`src/hw/prr_map.svh`:
```
// Constants of the return, rotate and prefetch execution block.
// Assumes inclusion by bare name from the exec module and the bench.
// Function
// - Prefetch opcode is one state and fills one aligned 32-byte operand cache block.
// - Prefetch block address is register n with its low five bits cleared.
// - Prefetch never raises an exception; a faulting prefetch acts as a no-op.
// - Rotate left through flag: shift left, old flag into bit 0, MSB to flag.
// - Rotate right through flag: shift right, old flag into bit 31, LSB to flag.
// - Plain rotate left: old MSB goes to bit 0 and to the flag.
// - Plain rotate right: old LSB goes to bit 31 and to the flag.
// - Exception return takes five states, restores status and PC from save copies.
// - Exception return in user mode raises illegal instruction instead.
// - Both returns are delayed: slot instruction runs before the target.
// - Interrupts are held off between a return and its slot instruction.
// - A branch in a return's delay slot raises slot illegal instruction.
// - Exception return inside another branch's delay slot raises slot illegal.
// - Slot fetched with old status; slot reads the restored status value.
// - Branch target is captured before the slot; slot writes cannot change it.
// - Subroutine return takes two states, loads PC from procedure return register.
// - No-operation only advances the PC, one state, no other change.
`ifndef PRR_MAP_SVH
`define PRR_MAP_SVH

`define PRR_OP_CACHE_PREFETCH 16'h0083
`define PRR_OP_ROT_LEFT_FLAG 16'h4024
`define PRR_OP_ROT_RIGHT_FLAG 16'h4025
`define PRR_OP_ROT_LEFT_PLAIN 16'h4004
`define PRR_OP_ROT_RIGHT_PLAIN 16'h4005
`define PRR_OP_EXCEPTION_RETURN 16'h002B
`define PRR_OP_SUB_RETURN 16'h000B
`define PRR_OP_NO_OPERATION 16'h0009
`define PRR_N_FIELD_MASK 16'hF0FF

`define PRR_EXC_RET_STATES 5
`define PRR_SUB_RET_STATES 2
`define PRR_PC_STEP 32'h0000_0002
`define PRR_BLOCK_MASK 32'hFFFF_FFE0
`define PRR_FLAG_BIT 0
`define PRR_PRIV_BIT 30

`define PRR_REG_CTRL 8'h00
`define PRR_REG_STATUS 8'h04
`define PRR_REG_TARGET 8'h08
`define PRR_CTRL_ENABLE_BIT 0
`define PRR_CTRL_RESET 1'b1
`define PRR_RESP_OKAY 2'h0
`define PRR_RESP_SLVERR 2'h2

`endif

```
`src/hw/prr_pkg.sv`:
```
// Types of the return, rotate and prefetch execution block.
// Assumes the map header is on the include path.
package prr_pkg;
	typedef enum logic [1:0] {
		PRR_IDLE = 2'h0,
		PRR_BUSY = 2'h1,
		PRR_SLOT = 2'h3
	} prr_state_t;

	typedef struct packed {
		logic we;
		logic [3:0] addr;
		logic [31:0] data;
	} prr_wr_t;
endpackage

```
`src/hw/prr_exec.sv`:
```
// Executes prefetch, four one-bit rotates, both delayed returns and no-op.
// Assumes a register file read port on the n field of the offered opcode,
// and status / save registers that update at the edge after a write pulse.
//
// Local design decisions: the register addresses and the AXI4-Lite slave port.
`timescale 1ns/1ps
`default_nettype none
`include "prr_map.svh"
module prr_exec
	import prr_pkg::*;
#(
	parameter int EXC_RET_STATES = `PRR_EXC_RET_STATES,
	parameter int SUB_RET_STATES = `PRR_SUB_RET_STATES
)(
	// Clock and reset
	input wire logic clk_sys,
	input wire logic reset_n,
	// Instruction stream
	input wire logic insn_valid,
	input wire logic [15:0] insn_code,
	input wire logic [31:0] insn_pc,
	input wire logic insn_is_branch,
	input wire logic insn_in_slot,
	output logic insn_ready_ff,
	// Register file and control registers
	input wire logic [31:0] reg_n_value,
	input wire logic [31:0] status_in,
	input wire logic [31:0] saved_status,
	input wire logic [31:0] saved_pc,
	input wire logic [31:0] proc_ret,
	output prr_wr_t rf_wr_ff,
	output logic status_we_ff,
	output logic [31:0] status_data_ff,
	output logic [31:0] pc_ff,
	output logic pc_load_ff,
	output logic int_hold_ff,
	// Operand cache
	output logic prefetch_req_ff,
	output logic [31:0] prefetch_addr_ff,
	// Exceptions
	output logic exc_illegal_ff,
	output logic exc_slot_illegal_ff,
	// AXI4-Lite slave
	input wire logic [7:0] s_axi_awaddr,
	input wire logic s_axi_awvalid,
	output logic s_axi_awready,
	input wire logic [31:0] s_axi_wdata,
	input wire logic [3:0] s_axi_wstrb,
	input wire logic s_axi_wvalid,
	output logic s_axi_wready,
	output logic [1:0] s_axi_bresp,
	output logic s_axi_bvalid,
	input wire logic s_axi_bready,
	input wire logic [7:0] s_axi_araddr,
	input wire logic s_axi_arvalid,
	output logic s_axi_arready,
	output logic [31:0] s_axi_rdata,
	output logic [1:0] s_axi_rresp,
	output logic s_axi_rvalid,
	input wire logic s_axi_rready
);

	function automatic logic match_n(input logic [15:0] code, input logic [15:0] op);
		match_n = (code & `PRR_N_FIELD_MASK) == op;
	endfunction

	prr_state_t state_ff, nxt_state;
	logic [2:0] cnt_ff, nxt_cnt;
	logic [31:0] target_ff;
	logic exc_ret_ff;
	logic enable_ff;
	logic aw_got_ff, w_got_ff, wstb_ff;
	logic [7:0] waddr_ff;
	logic [31:0] wdat_ff;
	logic [31:0] rd_mux;
	logic [1:0] rd_resp;

	// Decode on forwarded operands: file and status land one edge after our write
	wire [31:0] rn_cur = (rf_wr_ff.we && rf_wr_ff.addr == insn_code[11:8]) ? rf_wr_ff.data : reg_n_value;
	wire [31:0] st_cur = status_we_ff ? status_data_ff : status_in;
	wire t_in = st_cur[`PRR_FLAG_BIT];
	wire priv = st_cur[`PRR_PRIV_BIT];
	wire rn_msb = rn_cur[31];
	wire rn_lsb = rn_cur[0];
	wire dec_pf = match_n(insn_code, `PRR_OP_CACHE_PREFETCH);
	wire dec_lt = match_n(insn_code, `PRR_OP_ROT_LEFT_FLAG);
	wire dec_rt = match_n(insn_code, `PRR_OP_ROT_RIGHT_FLAG);
	wire dec_l = match_n(insn_code, `PRR_OP_ROT_LEFT_PLAIN);
	wire dec_r = match_n(insn_code, `PRR_OP_ROT_RIGHT_PLAIN);
	wire dec_xr = insn_code == `PRR_OP_EXCEPTION_RETURN;
	wire dec_sub = insn_code == `PRR_OP_SUB_RETURN;
	wire dec_noop = insn_code == `PRR_OP_NO_OPERATION;
	wire dec_rot = dec_lt | dec_rt | dec_l | dec_r;
	wire dec_step = dec_pf | dec_rot | dec_noop;

	wire acc = insn_valid & insn_ready_ff;
	wire in_slot = state_ff == PRR_SLOT;
	// Slot of our own return: any branch there is refused
	wire slot_bad = in_slot & (insn_is_branch | dec_xr | dec_sub);
	// Exception return inside a foreign branch's slot
	wire nested_bad = !in_slot & insn_in_slot & dec_xr;
	wire user_bad = !in_slot & !insn_in_slot & dec_xr & !priv;
	wire go_xr = acc & !in_slot & !insn_in_slot & dec_xr & priv;
	wire go_sub = acc & !in_slot & !insn_in_slot & dec_sub;
	// Prefetch has no exception term at all; cache drops faulting fills
	wire do_step = acc & dec_step & !slot_bad;
	wire busy_last = state_ff == PRR_BUSY && cnt_ff == 3'h1;

	// Rotate results, flag always the bit shifted out
	wire [31:0] rot_val = dec_lt ? {rn_cur[30:0], t_in} :
		dec_rt ? {t_in, rn_cur[31:1]} :
		dec_l ? {rn_cur[30:0], rn_msb} :
		{rn_lsb, rn_cur[31:1]};
	wire rot_flag = (dec_lt | dec_l) ? rn_msb : rn_lsb;

	// Sequencer
	always_comb begin
		nxt_state = state_ff;
		nxt_cnt = cnt_ff;
		case (state_ff)
			PRR_IDLE: begin
				if (go_xr) begin
					nxt_state = PRR_BUSY;
					nxt_cnt = 3'(EXC_RET_STATES - 1);
				end else if (go_sub) begin
					nxt_state = PRR_BUSY;
					nxt_cnt = 3'(SUB_RET_STATES - 1);
				end
			end
			PRR_BUSY: begin
				nxt_cnt = cnt_ff - 3'h1;
				if (cnt_ff == 3'h1) begin
					nxt_state = PRR_SLOT;
				end
			end
			PRR_SLOT: begin
				if (acc) begin
					nxt_state = PRR_IDLE;
				end
			end
			default: nxt_state = PRR_IDLE;
		endcase
	end

	always_ff @(posedge clk_sys or negedge reset_n) begin
		if (!reset_n) begin
			state_ff <= PRR_IDLE;
			cnt_ff <= 3'h0;
			insn_ready_ff <= 1'b0;
			int_hold_ff <= 1'b0;
		end else begin
			state_ff <= nxt_state;
			cnt_ff <= nxt_cnt;
			// Slot fetch waits until the return has used all its states
			insn_ready_ff <= enable_ff && nxt_state != PRR_BUSY;
			int_hold_ff <= nxt_state != PRR_IDLE;
		end
	end

	// Target is latched at the return itself, so a slot write to
	// the source register cannot redirect the branch
	always_ff @(posedge clk_sys or negedge reset_n) begin
		if (!reset_n) begin
			target_ff <= 32'h0000_0000;
			exc_ret_ff <= 1'b0;
		end else if (go_xr) begin
			target_ff <= saved_pc;
			exc_ret_ff <= 1'b1;
		end else if (go_sub) begin
			target_ff <= proc_ret;
			exc_ret_ff <= 1'b0;
		end
	end

	// Register, status and cache effects
	always_ff @(posedge clk_sys or negedge reset_n) begin
		if (!reset_n) begin
			rf_wr_ff <= '0;
			status_we_ff <= 1'b0;
			status_data_ff <= 32'h0000_0000;
			prefetch_req_ff <= 1'b0;
			prefetch_addr_ff <= 32'h0000_0000;
		end else begin
			rf_wr_ff.we <= do_step & dec_rot;
			rf_wr_ff.addr <= insn_code[11:8];
			rf_wr_ff.data <= rot_val;
			// Restored status lands before the slot executes
			status_we_ff <= (do_step & dec_rot) | (busy_last & exc_ret_ff);
			if (busy_last & exc_ret_ff) begin
				status_data_ff <= saved_status;
			end else begin
				status_data_ff <= {st_cur[31:1], rot_flag};
			end
			prefetch_req_ff <= do_step & dec_pf;
			prefetch_addr_ff <= rn_cur & `PRR_BLOCK_MASK;
		end
	end

	// Program counter and exceptions
	always_ff @(posedge clk_sys or negedge reset_n) begin
		if (!reset_n) begin
			pc_ff <= 32'h0000_0000;
			pc_load_ff <= 1'b0;
			exc_illegal_ff <= 1'b0;
			exc_slot_illegal_ff <= 1'b0;
		end else begin
			pc_load_ff <= acc & in_slot & !slot_bad;
			if (acc & in_slot & !slot_bad) begin
				pc_ff <= target_ff;
			end else if (do_step) begin
				pc_ff <= insn_pc + `PRR_PC_STEP;
			end
			exc_illegal_ff <= acc & user_bad;
			exc_slot_illegal_ff <= acc & (slot_bad | nested_bad);
		end
	end

	// AXI4-Lite write side: address and data in either order
	wire aw_hs = s_axi_awvalid & s_axi_awready;
	wire w_hs = s_axi_wvalid & s_axi_wready;
	wire wr_fire = aw_got_ff & w_got_ff & !s_axi_bvalid;
	wire nxt_aw_got = aw_hs | (aw_got_ff & !wr_fire);
	wire nxt_w_got = w_hs | (w_got_ff & !wr_fire);
	wire wr_ctrl = waddr_ff == `PRR_REG_CTRL;
	wire wr_known = wr_ctrl || waddr_ff == `PRR_REG_STATUS || waddr_ff == `PRR_REG_TARGET;

	always_ff @(posedge clk_sys or negedge reset_n) begin
		if (!reset_n) begin
			aw_got_ff <= 1'b0;
			w_got_ff <= 1'b0;
			waddr_ff <= 8'h00;
			wdat_ff <= 32'h0000_0000;
			wstb_ff <= 1'b0;
			s_axi_awready <= 1'b0;
			s_axi_wready <= 1'b0;
		end else begin
			aw_got_ff <= nxt_aw_got;
			w_got_ff <= nxt_w_got;
			s_axi_awready <= !nxt_aw_got;
			s_axi_wready <= !nxt_w_got;
			if (aw_hs) begin
				waddr_ff <= s_axi_awaddr;
			end
			if (w_hs) begin
				wdat_ff <= s_axi_wdata;
				wstb_ff <= s_axi_wstrb[0];
			end
		end
	end

	always_ff @(posedge clk_sys or negedge reset_n) begin
		if (!reset_n) begin
			s_axi_bvalid <= 1'b0;
			s_axi_bresp <= `PRR_RESP_OKAY;
			enable_ff <= `PRR_CTRL_RESET;
		end else begin
			if (wr_fire) begin
				s_axi_bvalid <= 1'b1;
				s_axi_bresp <= wr_known ? `PRR_RESP_OKAY : `PRR_RESP_SLVERR;
			end else if (s_axi_bready) begin
				s_axi_bvalid <= 1'b0;
			end
			// Clearing enable stalls the stream after the current step
			if (wr_fire && wr_ctrl && wstb_ff) begin
				enable_ff <= wdat_ff[`PRR_CTRL_ENABLE_BIT];
			end
		end
	end

	// AXI4-Lite read side
	always_comb begin
		rd_mux = 32'h0000_0000;
		rd_resp = `PRR_RESP_OKAY;
		if (s_axi_araddr == `PRR_REG_CTRL) begin
			rd_mux[`PRR_CTRL_ENABLE_BIT] = enable_ff;
		end else if (s_axi_araddr == `PRR_REG_STATUS) begin
			rd_mux[3:0] = {int_hold_ff, exc_ret_ff, state_ff};
		end else if (s_axi_araddr == `PRR_REG_TARGET) begin
			rd_mux = target_ff;
		end else begin
			rd_resp = `PRR_RESP_SLVERR;
		end
	end

	wire ar_hs = s_axi_arvalid & s_axi_arready;
	wire nxt_rvalid = ar_hs | (s_axi_rvalid & !s_axi_rready);

	always_ff @(posedge clk_sys or negedge reset_n) begin
		if (!reset_n) begin
			s_axi_rvalid <= 1'b0;
			s_axi_arready <= 1'b0;
			s_axi_rdata <= 32'h0000_0000;
			s_axi_rresp <= `PRR_RESP_OKAY;
		end else begin
			s_axi_rvalid <= nxt_rvalid;
			s_axi_arready <= !nxt_rvalid;
			if (ar_hs) begin
				s_axi_rdata <= rd_mux;
				s_axi_rresp <= rd_resp;
			end
		end
	end

	wire [26:0] rn_hi = rn_cur[31:5];
endmodule
`default_nettype wire

```
`config.mk`:
```
export PLATFORM = sky130hd
export DESIGN_NAME = prr_exec
export DESIGN_NICKNAME = d
export VERILOG_FILES = /design/src/hw/prr_pkg.sv /design/src/hw/prr_exec.sv
export VERILOG_INCLUDE_DIRS = /design/src /design/src/hw
export SDC_FILE = /design/constraint.sdc
export NUM_CORES = 1
export LEC_CHECK = 0
export BUFFER_PORTS_ARGS = -buffer_cell sky130_fd_sc_hd__buf_2
export CORE_AREA = 2 2 178 180
export DETAILED_ROUTE_END_ITERATION = 7
export DIE_AREA = 0 0 180 182
export SLEW_MARGIN = 5
export SYNTH_ARGS = -nofsm -noshare
export SYNTH_HDL_FRONTEND = slang
export SYNTH_SLANG_ARGS = --single-unit
```
`constraint.sdc`:
```
create_clock -name clk_sys -period 6.38 [get_ports clk_sys]
set_input_delay 1.276 -clock clk_sys [delete_from_list [all_inputs] [get_ports clk_sys]]
set_output_delay 1.276 -clock clk_sys [all_outputs]
set_load 0.01 [all_outputs]
```
=== Word-level counts from Yosys, hierarchy flattened ===
Index checks and enable logic that the tools add are counted.
Widths: inputs -> output; s select.

* Bits in registers: 227
* Bits of input ports: 270
* Output and inout port bits: 181
* Word-level logic and storage cells: 153

* $add $sub $neg: 2
* Equality and inequality tests: 19
* Multiplexer cells: 32
* Bitwise operators: 42
* Reduce and logical (&&, ||, !) cells: 26

{| class="wikitable"
|+ Operators by type and width
! cell !! number
|-
| $mux 32 || 11
|-
| $eq 12x11->1 const B || 4
|-
| $add 32x2->32 const B || 1
|-
| $eq 16x4->1 const B || 2
|-
| $mux 31 || 1
|-
| $and 1x1->1 || 29
|-
| $mux 28 || 1
|-
| $eq 16x6->1 const B || 1
|-
| $eq 8x3->1 const B || 2
|-
| $eq 8x4->1 const B || 2
|-
| $logic_not 8->1 || 2
|-
| $mux 2 || 8
|-
| $or 1x1->1 || 13
|-
| $eq 12x8->1 const B || 1
|-
| $logic_not 1->1 || 10
|-
| $reduce_bool 2->1 || 5
|-
| $mux 1 || 6
|-
| $mux 3 || 2
|-
| $pmux 2 s3 || 1
|-
| $pmux 3 s2 || 1
|-
| $logic_and 1x1->1 || 5
|-
| $eq 4x4->1 || 1
|-
| $mux 4 || 1
|-
| $ne 2x1->1 const B || 2
|-
| other kinds (8) || 9
|}

=== Logic depth before layout (Yosys ltp) ===
Gate-level depths: netlist (run 1).

* Word-level depth: 10
* Depth in mapped cells: 9
* Gate-level depth less buffers: 7

=== Worst setup path before layout (run 1) ===
No wires, ideal clock.

* Path kind: input to register
* From: input insn_code[14]
* To: register pc_ff[11]
* Setup time: 0.126 ns
* Data arrival time: 2.837 ns
* Data required time: 6.254 ns
* Setup slack: 3.417 ns
* Stages: 8
* Path buffers: 3
* Cells stage by stage: and4bb_1 -> and4_4 -> or4_1 -> buf_2 -> and2_4 -> buf_6 -> buf_6 -> a221o_1

* Cells in the longest elaborated chain, start to end: 9
* Elaborated cells between the ends (all ways): 22
* Those cells by class: 8 x eq/ne; 1 x mux; 11 x bitwise; 2 x reduce/logical

{| class="wikitable"
|+ RTL lines
! element !! line !! text
|-
| start, declared || prr_exec.sv:20 || <nowiki>input wire logic [15:0] insn_code,</nowiki>
|-
| $eq 12x11->1 || prr_exec.sv:64 || <nowiki>match_n = (code & `PRR_N_FIELD_MASK) == op;</nowiki>
|-
| $or 1x1->1 (3 in series) || prr_exec.sv:93 || <nowiki>wire dec_rot = dec_lt | dec_rt | dec_l | dec_r;</nowiki>
|-
| $or 1x1->1 (2 in series) || prr_exec.sv:94 || <nowiki>wire dec_step = dec_pf | dec_rot | dec_noop;</nowiki>
|-
| $and 1x1->1 (2 in series) || prr_exec.sv:106 || <nowiki>wire do_step = acc & dec_step & !slot_bad;</nowiki>
|-
| $reduce_bool 2->1 (no line) || -- ||
|-
| end signal, assigned || prr_exec.sv:209 || <nowiki>pc_ff <= target_ff;</nowiki>
|-
| end signal, assigned || prr_exec.sv:211 || <nowiki>pc_ff <= insn_pc + `PRR_PC_STEP;</nowiki>
|-
| end, declared || prr_exec.sv:34 || <nowiki>output logic [31:0] pc_ff,</nowiki>
|}

Parallel ways exist; a longest one is shown, timed or not.
A chain may end at the register's enable or synchronous reset.

=== Worst setup path in the final report (run 1) ===
* From: input insn_code[4]
* To: register pc_ff[4]

Same word-level chain as after synthesis.

==> out/qor.yml, run 1 <==
outcome: "completed"
ant_nets: 0
p_per_area_nw_per_um2: 287
hpwlAfterDp_mm: 24.2
start_util: 0.330
fill_cells: 3024
clk_path_buf_depth: 3
grt_max_degree: 117
nets: 1596
clk_latency_ps: 530
hold_violations: 0
max_stage_delay_ps: 720
route.detailed.drc: 0
cp_cell_sequence: "buf_2, nor3_1, and4_4, or4_1, inv_1, a221o_1"
setup-tns-final_ps: 0
rsz0062_at_grt: "false"
track_usage: 0.198
required_ps: 6790
dieHeight_microns: 182
ctsResizeCount: 0
hold_class: "register to register"
routabilityCongestion: 0.797
die-width_microns: 180
worstSetupPathType: "input pin to register"
synth_ff_type: "dfrtp_1"
syn_to_final_growth_pct: 31.9
report.final.slew_viol_count: 0
synthCells: 932
drtIter0Drc: 377
numCtsBuffers: 26
ys_seq_area_frac: 0.551
cts.sinks: 225
crit_family: "simple AND/OR/NAND/NOR gates"
cts_tree: "built"
synth-edff-count: 0
async_flop_share: 1.00
cpMaxStageDelayCell: "inv_1"
crit_fanout: 30
routed_wl_mm: 32.9
first_pass_iters: 4
antenna_found_initial: 5
peakVddDrop_mv: 0.177
fmax_mhz: 266
worstPathArrival_ps: 4160
yosys_warnings: 0
htreeDepth: 1
cap_violations: 0
reg2reg_slack_ps: 3430
io_buffers: 409
multi_input_area_sq_um: 4130
synth.avg_cell_area_sq_um: 11.0
routedWlPerCell_microns: 18.9
drive_gt1_frac: 0.360
setup_violations: 0
fin_crit_sh: 0.588
via_per_inst: 4.92
cp_num_buf_inv: 2
post_cts_buffers: 0
grt_pass1_vias: 8871
vias: 8580
pin_count: 451
synth_area_sq_um: 10200
synth_seq_cells: 225
startpoint_type: "input pin"
numPlacedInstances: 1697
slew_headroom: 0.237
cp-end-kind: "register"
clock_skew_ps: 6.51
cts-root-buf: "clkbuf_16"
path_clk_slew_ps: 60
ctsHoldBuffers: 0
stdcell_count: 1745
rows: 65
core_area_sq_um: 31000
gr-total-overflow: 0
grt_pass1_wl_mm: 51.4
regArea_sq_um: 5630
fin_crit_ps: 3750
whs_ps: 477
leakage_nw: 6.45
synth_cell_types: 54
worst_slew_pin_slew_ps: 1140
dieArea_sq_um: 32800
-- per-layer routing --
metal	vias up	GRT usage	routed length (microns)
li1	4075	-	-
met1	4123	0.246	13600
met2	327	0.338	16100
met3	53	0.0590	2580
met4	2	0.0494	696
met5	-	0	14
-- where the power goes --
part / total, mW / leakage, nW / switching (mW) / internal, mW
combinational: 0.599 / 3.21 / 0.326 / 0.273
sequential: 1.70 / 2.82 / 0.114 / 1.58
clock: 1.58 / 0.428 / 0.604 / 0.977
total: 3.88 / 6.45 / 1.04 / 2.83
-- area by class of cell --
cell class | instances | share of cell area
inverter | 51 | 0.0142
multi-input combinational | 603 | 0.306
clock buffer | 36 | 0.0556
timing repair buffer | 416 | 0.157
clock inverter | 9 | 0.0115
antenna | 3 | 0.000557
sequential | 225 | 0.418
tap | 402 | 0.0373
-- synth_stat cells, types with 5 or more instances --
library cell    n  share of area
nand3_1        36          0.018
o21ai_0        15         0.0073
mux2_2         11          0.012
inv_1          51          0.019
buf_4           8         0.0059
nor2_1         91          0.033
clkbuf_1       27         0.0099
nand4_1        10         0.0061
nor2b_1         5         0.0031
a221o_1        16          0.016
xnor2_1        19          0.016
buf_6           8         0.0088
xor2_1         11         0.0094
nand2_1        53          0.019
o211ai_1       11         0.0081
and3_1          7         0.0043
nor3_1         16         0.0078
a22o_1         28          0.024
o31ai_1         5         0.0037
nor4_1         11         0.0067
mux2i_1       129           0.13
buf_2          13         0.0064
a21oi_1        74          0.036
dfrtp_1       224           0.55
-- metrics by stage --
| step | instance area [sq um] | power (mW) | setup WS (ps) | util |
|---|---|---|---|---|
| after floorplan | 10200 | 2.02 | 3420 | - |
| after global placement | 12600 | 2.31 | 2060 | 0.406 |
| after detailed placement | 12600 | 2.33 | 1990 | 0.406 |
| after CTS | 13500 | 3.94 | 2560 | 0.435 |
| after global routing | 13500 | 4.07 | 2370 | 0.435 |
| final | 13500 | 3.88 | 2630 | 0.435 |
-- cell families (layout without fill, tap and decap cells) --
group                      count (synthesis)  after routing  synth area share
xor gates and xnor gates                  30             30            0.0257
muxes                                    140            140             0.138
AOI/OAI and AO/OA                        170            170             0.112
other                                      1             10          0.000367
adders and majority gates                  3              3           0.00367
and+or+nand+nor                          253            253             0.119
buffers and inverters                    110            512            0.0508
DFF                                      225            225             0.551
-- sequential cells by signal (all words and copies together) (netlist names), 2 cells and up --
| register | cells |
|---|---|
| rf_wr_ff | 37 |
| waddr_ff | 8 |
| s_axi_rdata | 32 |
| cnt_ff | 3 |
| state_ff | 2 |
| prefetch_addr_ff | 27 |
| status_data_ff | 32 |
| pc_ff | 32 |
| target_ff | 32 |
-- layout by cell type (no fill, tap or decap), types with 5 or more instances in the layout --
master | netlist | routed
buf_2 | 13 | 408
dfrtp_1 | 224 | 223
mux2i_1 | 129 | 129
nor2_1 | 91 | 90
a21oi_1 | 74 | 74
nand2_1 | 53 | 53
inv_1 | 51 | 51
nand3_1 | 36 | 35
a22o_1 | 28 | 28
clkbuf_16 | 0 | 27
xnor2_1 | 19 | 19
nor3_1 | 16 | 16
a221o_1 | 16 | 16
o21ai_0 | 15 | 15
xor2_1 | 11 | 11
o211ai_1 | 11 | 11
mux2_2 | 11 | 11
nor4_1 | 11 | 10
nand4_1 | 10 | 10
and3_1 | 7 | 7
conb_1 | 1 | 7
buf_4 | 8 | 6
nor2b_1 | 5 | 5
o31ai_1 | 5 | 5
clkbuf_1 | 27 | 5
-- worst register-to-register path, cell delays in order (launching register included) --
cell and delay, ps:
dfrtp_1 600, nand2_1 120, or4_1 870, inv_1 960, a221o_1 330
-- path summary, 6_finish.rpt --
| kind | cells after the start | from | end |
|---|---|---|---|
| worst max-delay path | 6 | insn_code[4] | pc_ff[4]$_DFFE_PN0P_ |
| worst min-delay path | 2 | s_axi_rdata[0]$_DFFE_PN0P_ | s_axi_rdata[0]$_DFFE_PN0P_ |
| worst max register to register | 4 | state_ff[0]$_DFF_PN0_ | pc_ff[4]$_DFFE_PN0P_ |
| worst min register to register | 2 | s_axi_rdata[0]$_DFFE_PN0P_ | s_axi_rdata[0]$_DFFE_PN0P_ |
| max in group asynchronous | 2 | reset_n | s_axi_rdata[14]$_DFFE_PN0P_ |
| min in group asynchronous | 1 | reset_n | status_data_ff[3]$_DFFE_PN0P_ |
Power figures use the tool's default switching activity.
==> run 2: changes to the inputs <==
==> constraint.sdc (replaced) <==
create_clock -name clk_sys -period 3.9 [get_ports clk_sys]
set_input_delay 0.78 -clock clk_sys [delete_from_list [all_inputs] [get_ports clk_sys]]
set_output_delay 0.78 -clock clk_sys [all_outputs]
set_load 0.01 [all_outputs]
==> run 2 against run 1 <==
  * Combinational power increased by 70%
  * First-iteration DRC count increased by 0.27%
  * Global-route usage decreased by 0.35 points
  * Worst hold slack worse by 250 ps
  * Non-clock buffer count increased by 7
  * Largest power group unchanged
  * Highest routed layer unchanged
==> out/qor.yml, run 2 (synthesis results as in run 1) <==
outcome: "completed"
routed_wl_mm: 32.8  # -0.34%
p_sw_mw: 1.71  # +64%
worst_slack_ps: 1250  # -1370 ps
crit_fanout: 67  # +120%
dieArea_sq_um: 32800  # unchanged
syn_to_final_growth_pct: 32.3
hold_violations: 0  # unchanged
ctsResizeCount: 0  # unchanged
grt_pass1_wl_mm: 50.6  # -1.7%
path_clk_slew_ps: 60  # about the same
slew_headroom: 0.290  # +0.0530
fmax_mhz: 378
rsz0062_at_grt: "false"
routabilityCongestion: 0.790  # -0.83%
worstPathArrival_ps: 3040  # -1120 ps
layout_commonest_cell: "buf_2"
pre_cts_slack_ps: 803  # -1180 ps
largest_reg_flops: 37  # unchanged
clk_latency_ps: 530  # about the same
final_cell_mix: "buf_2 (408), dfrtp_1 (223), mux2i_1 (129)"
io_buffers: 409  # unchanged
die-width_microns: 180  # unchanged
cts.sinks: 225  # unchanged
ant_nets: 0  # unchanged
cts_tree: "built"
worst_slew_pin_slew_ps: 1060  # -77.9 ps
peakVddDrop_mv: 0.313  # +77%
swShare: 0.277  # +0.00724
antenna_found_initial: 9  # +4
combPwrFrac: 0.164  # +0.010
via_per_inst: 4.91  # about the same
start_util: 0.330  # unchanged
p_clk_frac: 0.392  # -0.016
dieHeight_microns: 182  # unchanged
first_pass_iters: 4  # unchanged
rows: 65  # unchanged
hpwlAfterDp_mm: 24.8  # +2.4%
drtIter0Drc: 378  # +0.27%
pwr-share-seq: 0.444  # +0.006
htreeDepth: 1  # unchanged
route.detailed.drc: 0  # unchanged
leakage_nw: 6.49  # +0.53%
gr-total-overflow: 0  # unchanged
required_ps: 4300  # -2490 ps
cp-end-kind: "register"
regMostFlops: "rf_wr_ff"
fin_crit_sh: 0.679
cap_violations: 0  # unchanged
cts-root-buf: "clkbuf_16"
clk_path_buf_depth: 3  # unchanged
track_usage: 0.194  # -0.00353
fin_crit_ps: 2650
ctsHoldBuffers: 0  # unchanged
numCtsBuffers: 26  # unchanged
p_int_mw: 4.48  # +58%
pin_count: 451  # unchanged
hold_class: "input pin to asynchronous set/reset pin"
post_cts_buffers: 0  # unchanged
nets: 1603  # +0.44%
drive_gt1_frac: 0.364  # +0.00380
fill_cells: 3042  # +0.60%
p_per_area_nw_per_um2: 458  # +59%
routedWlPerCell_microns: 18.7  # -0.96%
grt_pass1_vias: 8870  # -0.011%
core_area_sq_um: 31000  # unchanged
power_mw: 6.19  # +60%
setup-tns-final_ps: 0  # unchanged
worstSetupPathType: "register to register"
startpoint_type: "register"
report.final.slew_viol_count: 0  # unchanged
setup_violations: 0  # unchanged
vias: 8627  # +0.55%
clock_skew_ps: 16.1  # +9.60 ps
grt_max_degree: 77  # -34%
run 2: layer usage:
layer / global-route usage / part of all wire
met2: 0.336 / 0.49
met4: 0.0537 / 0.020
met3: 0.0542 / 0.076
met1: 0.238 / 0.41
met5: 0 / 0.00082
run 2: through the flow:
step           cells  instance area, sq um  hold slack, ps   util
4_1_cts         1750                 13500             255  0.436
3_5_place_dp    1704                 12700             465  0.408
6_report        1756                 13500             227  0.436
2_1_floorplan    938                 10200             474      -
5_1_grt         1756                 13500             263  0.436
3_3_place_gp    1704                 12700             462  0.408
run 2: layout make-up:
type                    count  area, sq um  share of cell area
flip-flops and latches    225         5630               0.417
multi-input cells         603         4130               0.305
repair buffers            423         2200               0.163
clock buffers              38          777              0.0575
well taps                 402          503              0.0372
inverters                  51          191              0.0142
clock inverters             8         75.1             0.00555
diodes                      6         15.0             0.00111
run 2: power by group through the flow:
stage / logic, mW / clock network, mW / registers (mW)
floorplan: 0.476 / 0 / 2.83
global placement: 1.01 / 0 / 2.78
detailed placement: 1.03 / 0 / 2.79
CTS: 1.03 / 2.49 / 2.75
global route: 1.13 / 2.59 / 2.78
finish: 1.02 / 2.43 / 2.75
run 2: worst paths after layout:
check | from | cells past startpoint | slack (ps) | to
worst max-delay path | state_ff[0]$_DFF_PN0_ | 6 | 1250 | cnt_ff[0]$_DFFE_PN0P_
worst min-delay path | reset_n | 1 | 230 | status_data_ff[18]$_DFFE_PN0P_
worst max register to register | state_ff[0]$_DFF_PN0_ | 6 | 1250 | cnt_ff[0]$_DFFE_PN0P_
worst min register to register | s_axi_rdata[0]$_DFFE_PN0P_ | 2 | 470 | s_axi_rdata[0]$_DFFE_PN0P_
max in group asynchronous | reset_n | 2 | 2760 | enable_ff$_DFFE_PN1P_
min in group clk_sys | insn_code[11] | 1 | 420 | rf_wr_ff[35]$_DFF_PN0_
run 2: worst max-delay path, stage by stage, from the launching register on:
cell and delay [ps]:
dfrtp_1 540, and2_4 250, or3_1 340, or4_2 670, buf_4 350, o21ai_0 250
a22oi_1 110
